### src/xfer_pkg.sv
// shared encodings and sizes for the pipelined transfer bus
package xfer_pkg;
   localparam int ADDR_W     = 32;
   localparam int DATA_W     = 32;
   localparam int FIFO_DEPTH = 8;
   localparam int MEM_AW     = 4;
   localparam int MEM_WORDS  = 16;
   localparam int CNT_W      = 5;
   localparam int WAIT_W     = 2;
   // transfer types
   localparam logic [1:0] TR_IDLE   = 2'h0;
   localparam logic [1:0] TR_BUSY   = 2'h1;
   localparam logic [1:0] TR_NONSEQ = 2'h2;
   localparam logic [1:0] TR_SEQ    = 2'h3;
   // responses
   localparam logic [1:0] RSP_OKAY  = 2'h0;
   localparam logic [1:0] RSP_ERROR = 2'h1;
   localparam logic [1:0] RSP_RETRY = 2'h2;
   localparam logic [1:0] RSP_SPLIT = 2'h3;
   // burst kinds
   localparam logic [2:0] BU_SINGLE = 3'h0;
   localparam logic [2:0] BU_INCR   = 3'h1;
   localparam logic [2:0] BU_WRAP4  = 3'h2;
   localparam logic [2:0] BU_INCR4  = 3'h3;
   localparam logic [2:0] BU_WRAP8  = 3'h4;
   localparam logic [2:0] BU_INCR8  = 3'h5;
   localparam logic [2:0] BU_WRAP16 = 3'h6;
   localparam logic [2:0] BU_INCR16 = 3'h7;
   localparam logic [CNT_W-1:0] BEATS_1  = 5'h01;
   localparam logic [CNT_W-1:0] BEATS_4  = 5'h04;
   localparam logic [CNT_W-1:0] BEATS_8  = 5'h08;
   localparam logic [CNT_W-1:0] BEATS_16 = 5'h10;
   // sizes
   localparam logic [2:0] SZ_BYTE = 3'h0;
   localparam logic [2:0] SZ_HALF = 3'h1;
endpackage

### src/bus_if.sv
// bus signals between the master end and the slave end
`timescale 1ns/1ps
interface bus_if;
   logic                          hreq;
   logic                          hgrant;
   logic [xfer_pkg::ADDR_W-1:0]   haddr;
   logic [1:0]                    htrans;
   logic                          hwrite;
   logic [2:0]                    hsize;
   logic [2:0]                    hburst;
   logic [xfer_pkg::DATA_W-1:0]   hwdata;
   logic [xfer_pkg::DATA_W-1:0]   hrdata;
   logic                          hready;
   logic [1:0]                    hresp;

   modport master (
      output hreq,
      output hgrant,
      output haddr,
      output htrans,
      output hwrite,
      output hsize,
      output hburst,
      output hwdata,
      input  hrdata,
      input  hready,
      input  hresp
   );
   modport slave (
      input  haddr,
      input  htrans,
      input  hwrite,
      input  hsize,
      input  hburst,
      input  hwdata,
      output hrdata,
      output hready,
      output hresp
   );
endinterface

### src/beat_fifo.sv
// small synchronous fifo holding write beats
`timescale 1ns/1ps
module beat_fifo #(
   parameter int W = 32,
   parameter int D = 8
) (
   input  wire logic          sys_clk,
   input  wire logic          srst,
   input  wire logic          in_valid,
   output logic               in_ready,
   input  wire logic [W-1:0]  in_data,
   output logic               out_valid,
   input  wire logic          out_ready,
   output logic [W-1:0]       out_data
);
   localparam int PW = $clog2(D);
   logic [W-1:0]  mem_ff [D];
   logic [PW-1:0] wp_ff;
   logic [PW-1:0] nxt_wp;
   logic [PW-1:0] rp_ff;
   logic [PW-1:0] nxt_rp;
   logic [PW:0]   cnt_ff;
   logic [PW:0]   nxt_cnt;
   logic          push;
   logic          pop;

   // full and empty straight from the count
   assign in_ready  = (cnt_ff != PW'(0) + (PW+1)'(D));
   assign out_valid = (cnt_ff != '0);
   assign out_data  = mem_ff[rp_ff];
   assign push      = in_valid & in_ready;
   assign pop       = out_valid & out_ready;

   always_comb
   begin
      nxt_wp  = push ? PW'(wp_ff + 1'b1) : wp_ff;
      nxt_rp  = pop ? PW'(rp_ff + 1'b1) : rp_ff;
      nxt_cnt = cnt_ff + (PW+1)'(push) - (PW+1)'(pop);
   end

   always_ff @(posedge sys_clk)
   begin
      if (srst)
      begin
         wp_ff  <= '0;
         rp_ff  <= '0;
         cnt_ff <= '0;
      end
      else
      begin
         wp_ff  <= nxt_wp;
         rp_ff  <= nxt_rp;
         cnt_ff <= nxt_cnt;
      end
   end

   // storage carries no reset, only the pointers matter
   always_ff @(posedge sys_clk)
   begin
      if (push)
         mem_ff[wp_ff] <= in_data;
   end
endmodule // beat_fifo

### src/bus_master.sv
// master end: arbiter, address pipeline, burst engine
// How it works
// - arbiter routes one master to slaves
// - decoder steers the chosen slave answer back
// - request first, start only when granted
// - drive address, direction, width and burst
// - address phase is one cycle only
// - slave stretches data phase with ready low
// - okay with ready high means done
// - error response means transfer failed
// - retry or split makes master try again
// - broken burst rebuilt after re-arbitration
// - drive after edge, answer third edge
// - next address overlaps current data phase
// - write data held through wait states
// - read data valid only when completing
// - waits stretch the next address phase
// - idle type: ignored, zero-wait okay
// - busy type pauses inside a burst
// - nonseq starts a burst or single
// - seq adds size to prior address
// - wrapping bursts wrap at size times beats
`timescale 1ns/1ps
module bus_master (
   input  wire logic                          sys_clk,
   input  wire logic                          srst,
   bus_if.master                              bus,
   input  wire logic                          cmd_valid,
   output logic                               cmd_ready,
   input  wire logic [xfer_pkg::ADDR_W-1:0]   cmd_addr,
   input  wire logic                          cmd_write,
   input  wire logic [2:0]                    cmd_size,
   input  wire logic [2:0]                    cmd_burst,
   input  wire logic [xfer_pkg::CNT_W-1:0]    cmd_beats,
   input  wire logic                          arb_hold,
   input  wire logic                          wr_valid,
   output logic                               wr_ready,
   input  wire logic [xfer_pkg::DATA_W-1:0]   wr_data,
   output logic                               rd_valid,
   output logic [xfer_pkg::DATA_W-1:0]        rd_data,
   output logic                               done,
   output logic                               done_err
);
   typedef enum logic [1:0] {
      ST_IDLE  = 2'b00,
      ST_RUN   = 2'b01,
      ST_DRAIN = 2'b10
   } mst_state_t;

   localparam int AW = xfer_pkg::ADDR_W;
   localparam int DW = xfer_pkg::DATA_W;
   localparam int CW = xfer_pkg::CNT_W;

   mst_state_t     st_ff, nxt_st;
   logic           grant_ff, nxt_grant;
   logic [AW-1:0]  a_addr_ff, nxt_a_addr;
   logic [1:0]     a_trans_ff, nxt_a_trans;
   logic [CW-1:0]  a_cnt_ff, nxt_a_cnt;
   logic           write_ff, nxt_write;
   logic [2:0]     size_ff, nxt_size;
   logic [2:0]     burst_ff, nxt_burst;
   logic           wrap_ff, nxt_wrap;
   logic [CW-1:0]  len_ff, nxt_len;
   logic           restart_ff, nxt_restart;
   logic           rebuilt_ff, nxt_rebuilt;
   logic           replay_ff, nxt_replay;
   logic           d_act_ff, nxt_d_act;
   logic [AW-1:0]  d_addr_ff, nxt_d_addr;
   logic [DW-1:0]  wdata_ff, nxt_wdata;
   logic           rd_valid_ff, nxt_rd_valid;
   logic [DW-1:0]  rd_data_ff, nxt_rd_data;
   logic           done_ff, nxt_done;
   logic           err_ff, nxt_err;
   logic           f_valid;
   logic           f_pop;
   logic [DW-1:0]  f_data;
   logic           a_real;
   logic           bad_rsp;
   logic [AW-1:0]  step_addr;
   logic [CW-1:0]  cnt_after;

   // write beats wait here; an empty fifo stalls with idle cycles before a nonseq beat, busy cycles before a seq beat
   beat_fifo #(.W(DW), .D(xfer_pkg::FIFO_DEPTH)) u_wfifo (
      .sys_clk   (sys_clk),
      .srst      (srst),
      .in_valid  (wr_valid),
      .in_ready  (wr_ready),
      .in_data   (wr_data),
      .out_valid (f_valid),
      .out_ready (f_pop),
      .out_data  (f_data)
   );

   // next beat address, wrapping at size times beats
   function automatic logic [AW-1:0] next_addr(input logic [AW-1:0] a,
                                               input logic [2:0] sz,
                                               input logic wr,
                                               input logic [CW-1:0] n);
      logic [AW-1:0] inc;
      logic [AW-1:0] msk;
      inc = a + (AW'(1) << sz);
      msk = (AW'(n) << sz) - AW'(1);
      next_addr = wr ? ((a & ~msk) | (inc & msk)) : inc;
   endfunction

   // beat count implied by the burst kind
   function automatic logic [CW-1:0] beats_of(input logic [2:0] b,
                                              input logic [CW-1:0] n);
      case (b)
         xfer_pkg::BU_SINGLE: beats_of = xfer_pkg::BEATS_1;
         xfer_pkg::BU_INCR:   beats_of = (n == '0) ? xfer_pkg::BEATS_1 : n;
         xfer_pkg::BU_WRAP4,
         xfer_pkg::BU_INCR4:  beats_of = xfer_pkg::BEATS_4;
         xfer_pkg::BU_WRAP8,
         xfer_pkg::BU_INCR8:  beats_of = xfer_pkg::BEATS_8;
         default:             beats_of = xfer_pkg::BEATS_16;
      endcase
   endfunction

   // single master: grant follows request unless arb_hold, moves only at ready high
   assign bus.hreq   = (st_ff != ST_IDLE) & (a_cnt_ff != '0);
   assign bus.hgrant = grant_ff;
   assign bus.haddr  = a_addr_ff;
   assign bus.htrans = a_trans_ff;
   assign bus.hwrite = write_ff;
   assign bus.hsize  = size_ff;
   assign bus.hburst = rebuilt_ff ? xfer_pkg::BU_INCR : burst_ff;
   assign bus.hwdata = wdata_ff;
   assign cmd_ready  = (st_ff == ST_IDLE);
   assign rd_valid   = rd_valid_ff;
   assign rd_data    = rd_data_ff;
   assign done       = done_ff;
   assign done_err   = err_ff;

   assign a_real    = a_trans_ff[1];
   assign bad_rsp   = (bus.hresp != xfer_pkg::RSP_OKAY);
   assign step_addr = next_addr(a_addr_ff, size_ff, wrap_ff, len_ff);
   assign cnt_after = a_cnt_ff - CW'(a_real);
   assign f_pop     = bus.hready & a_real & write_ff & ~replay_ff;

   // pipeline: address phase advances only on ready high
   always_comb
   begin
      nxt_st       = st_ff;
      nxt_grant    = grant_ff;
      nxt_a_addr   = a_addr_ff;
      nxt_a_trans  = a_trans_ff;
      nxt_a_cnt    = a_cnt_ff;
      nxt_write    = write_ff;
      nxt_size     = size_ff;
      nxt_burst    = burst_ff;
      nxt_wrap     = wrap_ff;
      nxt_len      = len_ff;
      nxt_restart  = restart_ff;
      nxt_rebuilt  = rebuilt_ff;
      nxt_replay   = replay_ff;
      nxt_d_act    = d_act_ff;
      nxt_d_addr   = d_addr_ff;
      nxt_wdata    = wdata_ff;
      nxt_rd_valid = 1'b0;
      nxt_rd_data  = rd_data_ff;
      nxt_done     = 1'b0;
      nxt_err      = 1'b0;

      if (bus.hready)
         nxt_grant = bus.hreq & ~arb_hold;

      if (st_ff == ST_IDLE && cmd_valid)
      begin
         nxt_st      = ST_RUN;
         nxt_a_addr  = cmd_addr;
         nxt_write   = cmd_write;
         nxt_size    = cmd_size;
         nxt_burst   = cmd_burst;
         nxt_len     = beats_of(cmd_burst, cmd_beats);
         nxt_a_cnt   = beats_of(cmd_burst, cmd_beats);
         nxt_wrap    = (cmd_burst != xfer_pkg::BU_SINGLE) & ~cmd_burst[0];
         nxt_restart = 1'b1;
         nxt_rebuilt = 1'b0;
         nxt_replay  = 1'b0;
      end
      else if (d_act_ff && !bus.hready && bad_rsp)
      begin
         // first response cycle: cancel the queued address, rewind on retry or split
         nxt_a_trans = xfer_pkg::TR_IDLE;
         if (bus.hresp == xfer_pkg::RSP_ERROR)
            nxt_a_cnt = '0;
         else
         begin
            nxt_a_addr  = d_addr_ff;
            nxt_a_cnt   = a_cnt_ff + CW'(1);
            nxt_restart = 1'b1;
            nxt_rebuilt = 1'b1;
            nxt_replay  = write_ff;
            nxt_st      = ST_RUN;
         end
      end
      else if (bus.hready)
      begin
         // data phase ends at this edge; address phase moves into it
         if (d_act_ff && !bad_rsp && !write_ff)
         begin
            nxt_rd_valid = 1'b1;
            nxt_rd_data  = bus.hrdata;
         end
         if (d_act_ff && bus.hresp == xfer_pkg::RSP_ERROR)
         begin
            nxt_err = 1'b1;
            nxt_st  = ST_IDLE;
         end
         else if (st_ff == ST_DRAIN && d_act_ff && !bad_rsp)
         begin
            nxt_done = 1'b1;
            nxt_st   = ST_IDLE;
         end
         nxt_d_act  = a_real;
         nxt_d_addr = a_addr_ff;
         if (a_real && write_ff && !replay_ff)
            nxt_wdata = f_data;
         if (a_real)
         begin
            nxt_replay = 1'b0;
            nxt_a_addr = (cnt_after == '0) ? a_addr_ff : step_addr;
         end
         nxt_a_cnt = cnt_after;
         if (st_ff == ST_RUN && cnt_after == '0 && !nxt_err)      // error ends it outright
            nxt_st = ST_DRAIN;

         // choose what the next address phase carries
         if (st_ff != ST_RUN || cnt_after == '0)
            nxt_a_trans = xfer_pkg::TR_IDLE;
         else if (!grant_ff)
         begin
            nxt_a_trans = xfer_pkg::TR_IDLE;
            if (!restart_ff)
               nxt_rebuilt = 1'b1;
            nxt_restart = 1'b1;
         end
         else if (write_ff && !nxt_replay && !(f_valid && !f_pop))
            nxt_a_trans = restart_ff ? xfer_pkg::TR_IDLE
                                     : xfer_pkg::TR_BUSY;
         else if (restart_ff)
         begin
            nxt_a_trans = xfer_pkg::TR_NONSEQ;
            nxt_restart = 1'b0;
         end
         else
            nxt_a_trans = xfer_pkg::TR_SEQ;
      end
      // with ready low and an okay response every bus output stays put
   end

   // registers only; ready low with an okay response freezes the address phase
   always_ff @(posedge sys_clk)
   begin
      if (srst)
      begin
         st_ff       <= ST_IDLE;
         grant_ff    <= 1'b0;
         a_addr_ff   <= '0;
         a_trans_ff  <= xfer_pkg::TR_IDLE;
         a_cnt_ff    <= '0;
         write_ff    <= 1'b0;
         size_ff     <= xfer_pkg::SZ_BYTE;
         burst_ff    <= xfer_pkg::BU_SINGLE;
         wrap_ff     <= 1'b0;
         len_ff      <= '0;
         restart_ff  <= 1'b0;
         rebuilt_ff  <= 1'b0;
         replay_ff   <= 1'b0;
         d_act_ff    <= 1'b0;
         d_addr_ff   <= '0;
         wdata_ff    <= '0;
         rd_valid_ff <= 1'b0;
         rd_data_ff  <= '0;
         done_ff     <= 1'b0;
         err_ff      <= 1'b0;
      end
      else
      begin
         st_ff       <= nxt_st;
         grant_ff    <= nxt_grant;
         a_addr_ff   <= nxt_a_addr;
         a_trans_ff  <= nxt_a_trans;
         a_cnt_ff    <= nxt_a_cnt;
         write_ff    <= nxt_write;
         size_ff     <= nxt_size;
         burst_ff    <= nxt_burst;
         wrap_ff     <= nxt_wrap;
         len_ff      <= nxt_len;
         restart_ff  <= nxt_restart;
         rebuilt_ff  <= nxt_rebuilt;
         replay_ff   <= nxt_replay;
         d_act_ff    <= nxt_d_act;
         d_addr_ff   <= nxt_d_addr;
         wdata_ff    <= nxt_wdata;
         rd_valid_ff <= nxt_rd_valid;
         rd_data_ff  <= nxt_rd_data;
         done_ff     <= nxt_done;
         err_ff      <= nxt_err;
      end
   end
endmodule // bus_master

### src/flat_wrapper.sv
// flat-port wrapper written by rule: the top's interface ports become plain ports
module bus_master_flat 
  (sys_clk, srst, cmd_valid, cmd_ready, cmd_addr, cmd_write, cmd_size, cmd_burst, cmd_beats, arb_hold, wr_valid, wr_ready, wr_data, rd_valid, rd_data, done, done_err, bus_hreq, bus_hgrant, bus_haddr, bus_htrans, bus_hwrite, bus_hsize, bus_hburst, bus_hwdata, bus_hrdata, bus_hready, bus_hresp);
  bus_if bus_i ();
  input  wire logic sys_clk;
  input  wire logic srst;
  input  wire logic cmd_valid;
  output logic cmd_ready;
  input  wire logic [xfer_pkg::ADDR_W-1:0] cmd_addr;
  input  wire logic cmd_write;
  input  wire logic [2:0] cmd_size;
  input  wire logic [2:0] cmd_burst;
  input  wire logic [xfer_pkg::CNT_W-1:0] cmd_beats;
  input  wire logic arb_hold;
  input  wire logic wr_valid;
  output logic wr_ready;
  input  wire logic [xfer_pkg::DATA_W-1:0] wr_data;
  output logic rd_valid;
  output logic [xfer_pkg::DATA_W-1:0] rd_data;
  output logic done;
  output logic done_err;
  output wire logic [$bits(bus_i.hreq)-1:0] bus_hreq;
  output wire logic [$bits(bus_i.hgrant)-1:0] bus_hgrant;
  output wire logic [$bits(bus_i.haddr)-1:0] bus_haddr;
  output wire logic [$bits(bus_i.htrans)-1:0] bus_htrans;
  output wire logic [$bits(bus_i.hwrite)-1:0] bus_hwrite;
  output wire logic [$bits(bus_i.hsize)-1:0] bus_hsize;
  output wire logic [$bits(bus_i.hburst)-1:0] bus_hburst;
  output wire logic [$bits(bus_i.hwdata)-1:0] bus_hwdata;
  input wire logic [$bits(bus_i.hrdata)-1:0] bus_hrdata;
  input wire logic [$bits(bus_i.hready)-1:0] bus_hready;
  input wire logic [$bits(bus_i.hresp)-1:0] bus_hresp;
  assign bus_hreq = bus_i.hreq;
  assign bus_hgrant = bus_i.hgrant;
  assign bus_haddr = bus_i.haddr;
  assign bus_htrans = bus_i.htrans;
  assign bus_hwrite = bus_i.hwrite;
  assign bus_hsize = bus_i.hsize;
  assign bus_hburst = bus_i.hburst;
  assign bus_hwdata = bus_i.hwdata;
  assign bus_i.hrdata = bus_hrdata;
  assign bus_i.hready = bus_hready;
  assign bus_i.hresp = bus_hresp;
  bus_master u_core (.sys_clk(sys_clk), .srst(srst), .bus(bus_i), .cmd_valid(cmd_valid), .cmd_ready(cmd_ready), .cmd_addr(cmd_addr), .cmd_write(cmd_write), .cmd_size(cmd_size), .cmd_burst(cmd_burst), .cmd_beats(cmd_beats), .arb_hold(arb_hold), .wr_valid(wr_valid), .wr_ready(wr_ready), .wr_data(wr_data), .rd_valid(rd_valid), .rd_data(rd_data), .done(done), .done_err(done_err));
endmodule
### config.mk
export PLATFORM = sky130hd
export DESIGN_NAME = bus_master_flat
export DESIGN_NICKNAME = d
export VERILOG_FILES = /design/src/xfer_pkg.sv /design/src/bus_if.sv /design/src/beat_fifo.sv /design/src/bus_master.sv /design/src/flat_wrapper.sv
export SDC_FILE = /design/constraint.sdc
export NUM_CORES = 1
export LEC_CHECK = 0
export ABC_AREA = 1
export BUFFER_PORTS_ARGS = -buffer_cell sky130_fd_sc_hd__buf_4
export CORE_AREA = 2 2 183 185
export DETAILED_ROUTE_END_ITERATION = 8
export DIE_AREA = 0 0 185 187
export GPL_TIMING_DRIVEN = 0
export PLACE_DENSITY = 0.79
export SLEW_MARGIN = 5
export SYNTH_ARGS = -nofsm -noshare
export SYNTH_HDL_FRONTEND = slang
export SYNTH_SLANG_ARGS = --single-unit
### constraint.sdc
create_clock -name sys_clk -period 4.01 [get_ports sys_clk]
set_clock_uncertainty 0.2 [all_clocks]
set_input_delay 0.2005 -clock sys_clk [delete_from_list [all_inputs] [get_ports sys_clk]]
set_output_delay 0.2005 -clock sys_clk [all_outputs]
set_load 0.01 [all_outputs]
Yosys cells after proc, flatten, opt, wreduce, memory -nomap -nowiden
Memory sizes are Yosys's and may differ from the RTL's. A register that Yosys moved wholly into a read port is not among the register bits.
Cells that the tools add are included.
W data, S select, Z words.

word-level totals
  output and inout bits = 112
  memories kept = 1
  bits in registers = 136
  bits of input ports = 116
  bits in writable memories = 256

operators by class
  shifts and indexed selects = 2
  muxes and demuxes = 55
  bitwise logic cells = 18
  add/sub/neg operators = 8
  equal/unequal tests = 18
  reductions and logical operators = 53

memory list
  name                   words  width  read ports  clocked after Yosys merged registers in  wr ports  line             source
  u_core.u_wfifo.mem_ff  8      32     1           1                                        1         beat_fifo.sv:17  logic [W-1:0] mem_ff [D];

operators by type and width
  kind                     number
  $mux W32                 7
  $and A32 B32 Y32         2
  $add A32 B32 Y32         1
  $not A32 Y32             1
  $or A32 B32 Y32          1
  $shl A1 B3 Y32 const A   1
  $shl A5 B3 Y32           1
  $sub A32 B1 Y32 const B  1
  $mux W1                  30
  $mux W5                  5
  $mux W2                  11
  $pmux W5 S4              1
  $reduce_and A4 Y1        4
  $logic_and A1 B1 Y1      15
  $logic_not A5 Y1         2
  $reduce_bool A5 Y1       2
  $reduce_and A3 Y1        3
  $reduce_bool A3 Y1       3
  $and A1 B1 Y1            8
  $logic_not A1 Y1         8
  $ne A4 B4 Y1 const B     2
  $reduce_bool A4 Y1       2
  $add A3 B1 Y3 const B    2
  $eq A3 B2 Y1 const B     2
  other kinds (23)         39

Logic depth before layout (Yosys ltp)
  word-level depth = 14
  depth in mapped cells = 21

By module
Synthesis repeated with hierarchy kept, for this count alone.

unflattened totals
  cells, all modules = 2544
  area total of the unflattened synthesis = 20490.9 µm²

modules (own cells, without submodules)
  module      instances  cells an instance  area each (µm²)
  beat_fifo   1          1201               11851.4
  bus_master  1          1343               8639.5

Worst setup path after synthesis
Ideal clock, no wire load.

  kind = register -> register
  from = register u_core.u_wfifo.cnt_ff[2]
  to = memory u_core.u_wfifo.mem_ff[0][0] (enable)
  required time = 3.389 ns
  setup time = 0.421 ns
  arrival time = 2.376 ns
  path buffers = 0
  clock period less this slack = 2.997 ns
  stages on the path, launching flop included = 8
  path slack = 1.013 ns
  path through = dfxtp_1 inv_1 ha_1 nand3_1 nand2_1 inv_1 nand2_1 nor2_1

between the ends
  cells in the longest elaborated chain, start to end = 4

ends and longest elaborated chain
  what                           line                source
  from (decl)                    beat_fifo.sv:22     logic [PW:0] cnt_ff;
  from (signal assigned)         beat_fifo.sv:53     cnt_ff <= nxt_cnt;
  $ne A4 B4 Y1                   beat_fifo.sv:28     assign in_ready = (cnt_ff != PW'(0) + (PW+1)'(D));
  named net wr_ready             flat_wrapper.sv:16  output logic wr_ready;
  $and A1 B1 Y1                  beat_fifo.sv:31     assign push = in_valid & in_ready;
  $mux W1                        beat_fifo.sv:60     if (push)
  $mux W1 (implied by the code)  beat_fifo.sv:61     mem_ff[wp_ff] <= in_data;
  to (decl)                      beat_fifo.sv:17

The timed path passes the listed nets, and every way through them passes these cells.

==> reports/results.ini <==
[outcome]
status=finished, final reports clean

[floorplanning]
die_h_um=187
io_pins=228
start_util=0.566
die_w_um=185
rows=67
core_um2=32900
dieArea_um2=34600

[routing]
ant_nets=0
wl_per_cell_um=21.9
vias_per_cell=5.96
vias=17100
drt-total-wl_mm=62.8
drc=0
firstDrtPassIters=8
drtIter0Drc=1814

[placed_design]
hpwlAfterDp_mm=41.5
portBuffers=225
place.gp.congestion=0.967

[setup_path]
path_common_cell=nand2_1
cp.arrival_ns=3.90
start_kind=flip-flop
critical_path_depth=20
critPathSlowestCell=dlygate4sd3_1
crit_chain=buf_6, inv_4, buf_6, nor2_1, inv_1, nor2_1, ha_1, nand3_1, nand2_1, nand3_1, nand2_1, nand2_1, nand2_1, nand3_1, xor2_1, nand3_1, nand2_1, nand2_1, a21oi_1, dlygate4sd3_1
cp_slowest_stage_delay_ns=0.57
crit_type=flip-flop to flip-flop
crit_fanout=10
critPathBufInv=5
crit_path_end_kind=flip-flop
critical-path-top-delay-family=simple AND/OR/NAND/NOR gates
cp.required_ns=4.32
reg2reg_depth=20

[layout]
post-route-util=0.724
final_common_cell=nor2_1
layout_common_cells=nor2_1 (323), o21ai_0 (311), edfxtp_1 (256), nand2_1 (240), buf_4 (225)
nets=2523
n_antenna_cell=0
drive_gt1_frac=0.162
syn_to_final_growth_pct=27.9

[power]
p_seq_frac=0.460
internal_power_w=0.00802
switchingPower_w=0.00286
power_density_nw_per_um2=457
p_leak_nw=9.22
power_frac_comb=0.139
ir_worst_vdd_uv=483
swShare=0.263
clkPwrFrac=0.401

[global_route]
grt_use_total=0.357
grt_max_degree=26
antenna_found_initial=0
grt.overflow.total=0
grt_pass1_wl_mm=94.4
grt_pass1_vias=17000

[synthesis]
syn-instance-count=1987
ys.flop_type=edfxtp_1
netlist_area_um2=18600
yosysWarningCount=0
synth.distinct_cells=48
synth_edf_count=256
synthArstFlopShare=0
synth-seq-area-share=0.594
avgSynthCellArea_um2=9.36
syn-num-nets=2127
ys_seq_elements=424

[run]
cap_violations=0

[sta]
finalMaxSlewViolations=0
tightest_slew_ns=0.925
max_freq_mhz=278
slew_headroom=0.383
fin_crit_sh=0.896
fin_crit_ns=3.59
rsz0062_at_grt=false
hold_viol=0
hold_ws_ns=0.0278
setup_viol=0

[clocking]
cts_sinks=424
htreeDepth=2
cts_buffers=44
cts_buffer_depth=3
clk_latency_ns=0.57
clk_pin_slew_ns=0.06
cts_root_buffer=clkbuf_16
cts_tree=built

[min_path]
hold-path-cell-count=5
min_path_type=input port to flip-flop

## worst paths after layout
check                      startpoint                 end  slack [ns]
setup / recovery  u_core.bus.hsize[0]           flip-flop        0.42
hold / removal           cmd_beats[2]    u_core.len_ff[2]        0.03
setup reg to reg  u_core.bus.hsize[0]           flip-flop        0.42
hold reg to reg    u_core.burst_ff[1]  u_core.burst_ff[1]        0.26
## worst reg2reg max path, delay by kind of cell (launching register included)
family | cells | cell delay (ns)
XOR/XNOR | 1 | 0.19
AO/OA/AOI/OAI | 1 | 0.13
buffers and inverters | 5 | 0.97
flip-flops | 1 | 0.34
adder cells (fa/ha/maj) | 1 | 0.27
AND/OR/NAND/NOR | 12 | 1.48
## state kept, by name (all words and copies together), names as in the netlist, named ones only
signal and cells:
u_core.rd_valid 1, u_core.restart_ff 1, u_core.u_wfifo.cnt_ff 4, u_core.bus.hwrite 1
u_core.done_err 1, u_core.len_ff 5, u_core.bus.hsize 3, u_core.bus.hwdata 32
u_core.burst_ff 3, u_core.rd_data 32, u_core.bus.hgrant 1, u_core.bus.htrans 2
u_core.d_addr_ff 32, u_core.rebuilt_ff 1, u_core.d_act_ff 1, u_core.wrap_ff 1
u_core.u_wfifo.wp_ff 3, u_core.u_wfifo.rp_ff 3, u_core.done 1, u_core.u_wfifo.mem_ff 256
u_core.st_ff 2, u_core.replay_ff 1, u_core.a_cnt_ff 5
## metrics by stage
step / total power (W) / instance area (um^2) / setup WS, ns / std cells / TNS (ns)
6_report: 0.0109 / 23800 / 0.416 / 2867 / 0
2_1_floorplan: 0.00586 / 18600 / 1.01 / 1987 / 0
4_1_cts: 0.0108 / 23800 / 0.512 / 2867 / 0
5_1_grt: 0.0112 / 23800 / 0.176 / 2867 / 0
3_3_place_gp: 0.00638 / 20900 / -0.427 / 2660 / -63.31
3_5_place_dp: 0.00646 / 21100 / 0.668 / 2668 / 0
## cell usage after synthesis (all sizes together), types with 2 or more instances
library cell | instances | area (um^2)
xnor2 | 6 | 52.6
a21boi | 2 | 15.0
inv | 115 | 434
nor4 | 3 | 18.8
edfxtp | 256 | 7690
a31oi | 7 | 43.8
a211oi | 4 | 30.0
clkinv | 3 | 11.3
o211ai | 4 | 30.0
o22ai | 33 | 206
clkbuf | 94 | 353
or2 | 14 | 87.6
ha | 22 | 275
nor2 | 342 | 1330
xor2 | 15 | 131
nor3 | 22 | 136
nand3 | 96 | 521
fa | 2 | 40.0
nand4 | 14 | 87.6
o21ai | 317 | 1590
a21oi | 128 | 648
buf | 21 | 124
o221ai | 32 | 280
dfxtp | 168 | 3360
nand2 | 259 | 1030
## kinds of logic after synthesis
family                   Yosys count  share of synthesized area
XOR/XNOR                          21                    0.00989
AND/OR/NAND/NOR                  751                      0.173
buffers and inverters            233                     0.0496
adder cells (fa/ha/maj)           24                     0.0170
flip-flops                       424                      0.594
AO/OA/AOI/OAI                    534                      0.156
## area by class of cell
class / instances / area, um^2
Sequential cell: 424 / 11100
Fill cell: 2300 / 9060
Multi-Input combinational cell: 1330 / 6690
Timing Repair Buffer: 350 / 3020
Clock buffer: 59 / 1250
Tap cell: 448 / 561
Buffer: 115 / 477
Inverter: 118 / 445
Clock inverter: 23 / 310
## metal layers
layer  vias up  wire length, um  track usage
li1       7697                -            -
met1      8073            23100        0.442
met2      1085            30400        0.603
met3       227             6350       0.0668
met4         0             2880        0.168
met5         -                0            0
## power groups by stage
stage          logic [W]  registers [W]  clock network, W
6_report         0.00152        0.00500           0.00437
5_1_grt          0.00164        0.00502           0.00453
4_1_cts          0.00148        0.00499           0.00435
3_5_place_dp     0.00137        0.00508                 0
3_3_place_gp     0.00129        0.00509                 0
2_1_floorplan   0.000789        0.00507                 0
## repair_timing
action                                 CTS  global route
setup buffers                            0             0
endpoints found under the hold margin  343             0
resized for setup                        0             0
hold buffers                           117             0
Power figures use the tool's default switching activity.
